<file path="src/hw/scpc_consts.vh">
`ifndef SCPC_CONSTS_VH
`define SCPC_CONSTS_VH
`define SCPC_ADDR_CAL        4'h0
`define SCPC_ADDR_PRESCALE   4'h4
`define SCPC_ADDR_TIMER_OSC  4'h8
`define SCPC_ADDR_APPLIED    4'hC
`define SCPC_PCE_BIT         7
`define SCPC_SEL_MSB         3
`define SCPC_SEL_RESET_DIV1  4'h0
`define SCPC_SEL_RESET_DIV8  4'h3
`define SCPC_SEL_MAX         4'h8
`define SCPC_PCE_TIMEOUT     3'h4
`define SCPC_CAL_RANGE_BIT   7
`define SCPC_TOSC_REQ_BIT    0
`define SCPC_TOSC_EXT_BIT    1
`define SCPC_TOSC_OK_BIT     2
`define SCPC_STARTUP_CYCLES  2'h3
`define SCPC_HTRANS_NONSEQ   1
`define SCPC_HRESP_OKAY      1'b0
`endif

</file>
<file path="src/hw/scpc_top.v">
`timescale 1ns/1ns
`include "scpc_consts.vh"

// Contract
// Clock-output fuse set drives system clock on clock pin, also during reset.
// Clock pin carries the divided system clock whenever a division is applied.
// Timer oscillator is usable only while an RC oscillator is the clock source.
// Software sets external-clock select before applying an external timer clock.
// Prescaler divides io, converter, cpu and program memory clocks by selected factor.
// Changing the division produces no glitch on any derived clock.
// No intermediate period during a change is shorter than old or new period.
// New frequency takes effect after the old period ends, within bounded time.
// Prescaler is a counter on the undivided clock, invisible to software.
// Change-enable sets only when the same write zeroes all other bits.
// Change-enable clears four cycles after set or when select is written.
// Rewriting change-enable during its timeout neither restarts nor clears it.
// Software writes change-enable, then within four cycles the new select value.
// Software keeps interrupts disabled during the two-write change sequence.
// Reset loads select 0000, or 0011 when the divide-by-eight fuse is set.
// Select accepts any written value regardless of the divide-by-eight fuse.
// Codes 0000 to 1000 divide by 1 to 256; higher codes are reserved.
// Select sits in bits 3 to 0 and sets source to system clock ratio.
// Reset loads factory calibration; software may overwrite it later.
// Calibration bit 7 picks low range at 0, high range at 1.
// Calibration bits 6 to 0 tune within the range, 0x00 lowest to 0x7F highest.
// Software keeps calibration at or below 8.8MHz while writing nonvolatile memory.
// Prescale register bits 6 to 4 read as zero and ignore writes.
module scpc_top #(
  parameter SEL_W = 4,
  parameter CNT_W = 8
) (
  input  wire        clk,
  input  wire        rst_n,
  input  wire        clk_en,
  input  wire        hsel,
  input  wire [31:0] haddr,
  input  wire [1:0]  htrans,
  input  wire        hwrite,
  input  wire [2:0]  hsize,
  input  wire [31:0] hwdata,
  input  wire        hready,
  output wire        hreadyout,
  output reg  [31:0] hrdata,
  output wire        hresp,
  input  wire        clock_output_fuse,
  input  wire        divide_by_eight_fuse,
  input  wire [7:0]  factory_calibration,
  input  wire        rc_source_selected,
  output reg  [7:0]  calibration_value,
  output wire        calibration_range_bit,
  output wire [6:0]  calibration_fine_tune,
  output reg         sysclk_tick,
  output reg         sysclk_phase,
  output wire        cpu_clock_en,
  output wire        io_clock_en,
  output wire        converter_clock_en,
  output wire        program_memory_clock_en,
  output wire        sysclk_out_pin_o,
  output wire        sysclk_out_pin_oe,
  output reg         timer_osc_enable,
  output reg         timer_ext_clock_select
);

  reg  [1:0]       fuse_d8_s;
  reg  [1:0]       rc_src_s;
  reg  [7:0]       fcal_s0;
  reg  [7:0]       fcal_s1;
  reg  [1:0]       startup;
  reg              addr_valid;
  reg              addr_write;
  reg  [3:0]       addr_off;
  reg              prescale_change_enable;
  reg  [2:0]       pce_count;
  reg  [SEL_W-1:0] prescale_select;
  reg  [SEL_W-1:0] applied_select;
  reg  [CNT_W-1:0] div_cnt;
  reg              timer_osc_request;
  reg  [7:0]       next_cal;
  reg  [SEL_W-1:0] next_sel;
  reg              next_pce;
  reg  [2:0]       next_pce_count;
  reg              next_req;
  reg              next_ext;
  reg  [CNT_W-1:0] next_div_cnt;
  reg  [CNT_W-1:0] reload;
  reg  [CNT_W-1:0] half;
  reg  [SEL_W-1:0] next_applied;
  reg  [31:0]      next_rdata;
  wire             take;
  wire             wr_cal;
  wire             wr_pre;
  wire             wr_tosc;
  wire             in_startup;
  wire [7:0]       wbyte;

  assign hreadyout  = 1'b1;
  assign hresp      = `SCPC_HRESP_OKAY;
  assign take       = hsel & htrans[`SCPC_HTRANS_NONSEQ] & hready;
  assign in_startup = (startup != `SCPC_STARTUP_CYCLES);
  assign wbyte      = hwdata[7:0];
  assign wr_cal     = addr_valid & addr_write & (addr_off == `SCPC_ADDR_CAL);
  assign wr_pre     = addr_valid & addr_write & (addr_off == `SCPC_ADDR_PRESCALE);
  assign wr_tosc    = addr_valid & addr_write & (addr_off == `SCPC_ADDR_TIMER_OSC);

  assign calibration_range_bit   = calibration_value[`SCPC_CAL_RANGE_BIT];
  assign calibration_fine_tune   = calibration_value[6:0];

  // All four domains share one enable from the prescaler
  assign cpu_clock_en            = sysclk_tick;
  assign io_clock_en             = sysclk_tick;
  assign converter_clock_en      = sysclk_tick;
  assign program_memory_clock_en = sysclk_tick;

  // Raw fuse level so the pin is owned even while reset is asserted
  assign sysclk_out_pin_oe = clock_output_fuse;
  // Undivided clock only when factor one is applied, else divided phase
  assign sysclk_out_pin_o  = (applied_select == `SCPC_SEL_RESET_DIV1) ? clk : sysclk_phase;

  // Reserved codes clamp to the largest factor
  always @* begin
    reload = {CNT_W{1'b1}};
    if (next_applied <= `SCPC_SEL_MAX) begin
      reload = ({{(CNT_W-1){1'b0}}, 1'b1} << next_applied) - {{(CNT_W-1){1'b0}}, 1'b1};
    end
    half = (reload >> 1) + {{(CNT_W-1){1'b0}}, reload[0]};
  end

  always @* begin
    next_cal       = calibration_value;
    next_sel       = prescale_select;
    next_pce       = prescale_change_enable;
    next_pce_count = pce_count;
    next_req       = timer_osc_request;
    next_ext       = timer_ext_clock_select;
    if (in_startup) begin
      next_cal = fcal_s1;
      next_sel = fuse_d8_s[1] ? `SCPC_SEL_RESET_DIV8 : `SCPC_SEL_RESET_DIV1;
    end else begin
      if (prescale_change_enable) begin
        if (pce_count == `SCPC_PCE_TIMEOUT - 3'h1) begin
          next_pce = 1'b0;
        end
        next_pce_count = pce_count + 3'h1;
      end
      if (wr_cal) begin
        next_cal = wbyte;
      end
      if (wr_tosc) begin
        next_req = wbyte[`SCPC_TOSC_REQ_BIT];
        next_ext = wbyte[`SCPC_TOSC_EXT_BIT];
      end
      if (wr_pre) begin
        if (wbyte[`SCPC_PCE_BIT] && (wbyte[6:0] == 7'h00)) begin
          if (!prescale_change_enable) begin
            next_pce       = 1'b1;
            next_pce_count = 3'h0;
          end
        end else if (!wbyte[`SCPC_PCE_BIT] && prescale_change_enable) begin
          next_sel = wbyte[`SCPC_SEL_MSB:0];
          next_pce = 1'b0;
        end
      end
    end
  end

  // New select is adopted only at the end of the running period
  always @* begin
    next_applied = applied_select;
    next_div_cnt = div_cnt - {{(CNT_W-1){1'b0}}, 1'b1};
    if (div_cnt == {CNT_W{1'b0}}) begin
      next_applied = prescale_select;
      next_div_cnt = reload;
    end
  end

  always @* begin
    next_rdata = 32'h0000_0000;
    case (haddr[3:0])
      `SCPC_ADDR_CAL: begin
        next_rdata[7:0] = next_cal;
      end
      `SCPC_ADDR_PRESCALE: begin
        next_rdata[`SCPC_PCE_BIT] = next_pce;
        next_rdata[`SCPC_SEL_MSB:0] = next_sel;
      end
      `SCPC_ADDR_TIMER_OSC: begin
        next_rdata[`SCPC_TOSC_REQ_BIT] = next_req;
        next_rdata[`SCPC_TOSC_EXT_BIT] = next_ext;
        next_rdata[`SCPC_TOSC_OK_BIT]  = rc_src_s[1];
      end
      `SCPC_ADDR_APPLIED: begin
        next_rdata[`SCPC_SEL_MSB:0] = applied_select;
      end
      default: begin
        next_rdata = 32'h0000_0000;
      end
    endcase
  end

  always @(posedge clk or negedge rst_n) begin
    if (!rst_n) begin
      fuse_d8_s <= 2'h0;
      rc_src_s  <= 2'h0;
      fcal_s0   <= 8'h00;
      fcal_s1   <= 8'h00;
    end else if (clk_en) begin
      fuse_d8_s <= {fuse_d8_s[0], divide_by_eight_fuse};
      rc_src_s  <= {rc_src_s[0], rc_source_selected};
      fcal_s0   <= factory_calibration;
      fcal_s1   <= fcal_s0;
    end
  end

  always @(posedge clk or negedge rst_n) begin
    if (!rst_n) begin
      startup                <= 2'h0;
      addr_valid             <= 1'b0;
      addr_write             <= 1'b0;
      addr_off               <= 4'h0;
      hrdata                 <= 32'h0000_0000;
      calibration_value      <= 8'h00;
      prescale_select        <= `SCPC_SEL_RESET_DIV1;
      prescale_change_enable <= 1'b0;
      pce_count              <= 3'h0;
      timer_osc_request      <= 1'b0;
      timer_ext_clock_select <= 1'b0;
      timer_osc_enable       <= 1'b0;
      applied_select         <= `SCPC_SEL_RESET_DIV1;
      div_cnt                <= {CNT_W{1'b0}};
      sysclk_tick            <= 1'b0;
      sysclk_phase           <= 1'b0;
    end else if (clk_en) begin
      if (in_startup) begin
        startup <= startup + 2'h1;
      end
      addr_valid <= take;
      if (take) begin
        addr_write <= hwrite;
        addr_off   <= haddr[3:0];
        hrdata     <= next_rdata;
      end
      calibration_value      <= next_cal;
      prescale_select        <= next_sel;
      prescale_change_enable <= next_pce;
      pce_count              <= next_pce_count;
      timer_osc_request      <= next_req;
      timer_ext_clock_select <= next_ext;
      timer_osc_enable       <= next_req & rc_src_s[1];
      applied_select         <= next_applied;
      div_cnt                <= next_div_cnt;
      sysclk_tick            <= (next_div_cnt == {CNT_W{1'b0}});
      sysclk_phase           <= (reload == {CNT_W{1'b0}}) | (next_div_cnt >= half);
    end
  end

endmodule

</file>
<file path="config.mk">
export PLATFORM = sky130hd
export DESIGN_NAME = scpc_top
export DESIGN_NICKNAME = d
export VERILOG_FILES = /design/src/hw/scpc_top.v
export VERILOG_INCLUDE_DIRS = /design/src /design/src/hw
export SDC_FILE = /design/constraint.sdc
export NUM_CORES = 1
export LEC_CHECK = 0
export ABC_AREA = 1
export BUFFER_PORTS_ARGS = -buffer_cell sky130_fd_sc_hd__clkbuf_2
export CAP_MARGIN = 20
export CORE_MARGIN = 1
export CORE_UTILIZATION = 55
export CTS_CLUSTER_SIZE = 8
export DETAILED_ROUTE_END_ITERATION = 10
export HOLD_SLACK_MARGIN = 0.1
export PLACE_DENSITY = 0.86
export REMOVE_ABC_BUFFERS = 1
export SYNTH_ARGS = -nofsm -noshare
export SYNTH_HDL_FRONTEND = slang
export SYNTH_SLANG_ARGS = --single-unit
</file>
<file path="constraint.sdc">
create_clock -name clk -period 6 [get_ports clk]
set_input_delay 0.3 -clock clk [delete_from_list [all_inputs] [get_ports clk]]
set_output_delay 0.3 -clock clk [all_outputs]
set_load 0.05 [all_outputs]
</file>
==> metrics.txt <==
status finished, final reports clean; initial antenna violation count 0; mux cell area share after synthesis around 1.3%; max-cap violations 0; Seq/Total Area, Yosys roughly two fifths; WP buf/inv 3; port buffer count 61; pwr/cell area ~470 mW/mm^2; Compound-Gate Fraction of Synth Area around 11%; largest family of logic cells by synthesized area simple AND/OR/NAND/NOR gates; worst slack, placed ~2.2 ns; clock skew roughly 0.012 ns; core area between 0.007 and 0.008 sq mm; final net count 755; DP Area 0.00458 sq mm; DR iter-0 viols 312; Initial Utilization between 50% and 60%; first drt pass iteration count 5; post-cts sizing count 0; drt wl/cell around 13 um; Crit-path slowest cell mux2_2; via count 4,019; post-DP HPWL ~7200 um; most frequent CP cell clkbuf_8; Max transition margin between 40% and 50%; crit path max fanout 2; most common cell after layout, fill and taps aside nand2_1; Hold Violations, Final 0; post-synthesis cell count around 600; Die ar. approximately 0.0084 sq mm; Post-CTS Hold Buffers 14; vias in the first global route approximately 3.8k; Cell variety after synth 32; Leak roughly 2.6 nW; Max stage delay on crit path about 0.25 ns; first-pass GRT wire length about 17,000 um; layout overhead on the synthesized area 12.0%; fin area just under 0.005 sq mm; GP Congestion between 0.9 and 1; post-synthesis simple-gate area fraction roughly 30%; Die H 91.4 um; Yosys top cell area share approximately two fifths; worst slew pin tran around 0.88 ns; Worst Setup Path Type clock port to output pin; cell taking the most area after synthesis dfrtp_1; CTS tree done; drt total wl between 10,000 and 15,000 um; Ys Warns 0; leading cell types in the layout, fill and taps excluded nand2_1, dfrtp_1, clkbuf_2, inv_1, o21ai_0; clk_lat worst skew 0.46 ns; Startpoint Class clock port; postcts setup bufs 0; share of layout cells above drive strength 1 18.8%; crit path capture type output pin; setup TNS 0 ns; largest net degree at the start of global routing 70; Synth Area in XOR/XNOR 0.797%; row count 32; synth top area cells dfrtp_1, nand2_1, buf_4; crit-path cells clkbuf_8, clkbuf_8, mux2_2, clkbuf_2; Total GRT Usage ~26%; Yosys reg bits between 60 and 70; critical path's top delay family buffers and inverters; CP arrival between 3 and 4 ns; IO Pins 146; clk slew on worst S/H paths about 0.070 ns; residual DRC count 0; grt total ovfl 0; Final ANT Viol Nets 0; vias per cell between 5 and 6; Final Max Tran Viols 0; Hold Path Class input port to flop; Mapped Area ~0.0044 sq mm; worst vdd ir about 0.00030 V; RSZ-0062 raised after global routing no; Mapped Avg Cell Area between 7 and 8 sq um; Antenna diodes 0; adder-cell share of the synthesized area under 10%; die width between 90 and 100 um; final worst slack around 2 ns; Final setup viols 0; Worst EP required 5.70 ns
stage by stage:
| stage | power, W | hold slack (ns) | std cells | util [%] |
|---|---|---|---|---|
| after floorplan | 0.00164 | 0.00441 | 563 | - |
| after global placement | 0.00188 | 0.451 | 729 | 59.2 |
| after detailed placement | 0.00193 | 0.457 | 729 | 59.2 |
| after CTS | 0.00232 | 0.150 | 761 | 63.7 |
| after global routing | 0.00250 | 0.172 | 761 | 63.7 |
| final | 0.00233 | 0.168 | 761 | 63.7 |
power breakdown:
part / internal (W) / switching (W)
combinational: 0.000366 / 0.000870
sequential: 0.000575 / 0.0000944
clock: 0.000201 / 0.000222
total: 0.00114 / 0.00119
synthesized netlist by cell type:
master     instances
o21ai_1            1
xor2_1             2
nor2_4             5
inv_1             59
nand2_1          193
o211ai_1           4
a41oi_1            2
buf_1              1
nand2_2           14
mux2_2             5
a21oi_1           18
xnor2_1            2
nand3_2            3
a22o_1             1
dfrtp_1           69
buf_4             39
nand3_1           24
inv_2              4
clkbuf_1          15
buf_6              1
o21ai_0           58
nand2_4            5
conb_1             2
o2111ai_1          1
a21oi_2            2
nor2_2             3
or2_2              1
nor2_1            24
o221ai_1           1
nor3_1             8
ha_1              14
nand4_1           14
state kept, by name, summed over array words and instances, names as in the netlist:
register,cells
startup,2
prescale_change_enable,1
pce_count,3
timer_osc_enable,1
timer_ext_clock_select,1
applied_select,4
addr_off,4
rc_src_s,2
sysclk_phase,1
converter_clock_en,1
addr_write,1
hrdata,8
fcal_s1,8
timer_osc_request,1
addr_valid,1
prescale_select,4
fuse_d8_s,2
fcal_s0,8
calibration_value,8
div_cnt,8
per-layer routing:
| layer | track usage (%) | wire length [um] | vias up |
|---|---|---|---|
| met1 | 33.7 | 4510 | 1856 |
| met3 | 5.28 | 644 | 25 |
| met5 | 0 | 0 | - |
| met4 | 11.9 | 226 | 0 |
| met2 | 41.7 | 4860 | 173 |
| li1 | - | - | 1965 |
logic make-up after synthesis:
family                   after synthesis
AO/OA/AOI/OAI                         88
XOR/XNOR                               4
adder cells (fa/ha/maj)               14
buffers and inverters                119
flip-flops                            69
multiplexers                           5
other                                  2
AND/OR/NAND/NOR                      294
tightest hold or removal path, delay by kind of cell:
kind / cells / cell delay [ns]
buffers and inverters: 2 / 0.18
AO/OA/AOI/OAI: 1 / 0.09
final timing paths:
path / start / to / slack, ns / cells past startpoint
min reg2reg: fcal_s1[6] / fcal_s1[6] / 0.48 / 2
min: haddr[2] / addr_off[2] / 0.17 / 3
max: clk / sysclk_out_pin_o / 1.99 / 4
min in group asynchronous: rst_n / prescale_change_enable / 0.57 / 3
max in group asynchronous: rst_n / sysclk_phase / 4.84 / 3
max reg2reg: div_cnt[0] / sysclk_phase / 2.07 / 22
area by class of cell:
type	instances	area [sq um]
Fill cell	641	2810
Multi-Input combinational cell	431	2160
Sequential cell	69	1730
Timing Repair Buffer	77	463
Inverter	63	236
Clock buffer	13	170
Tap cell	102	128
Clock inverter	6	40.0
(Power assumes the default switching activity.)
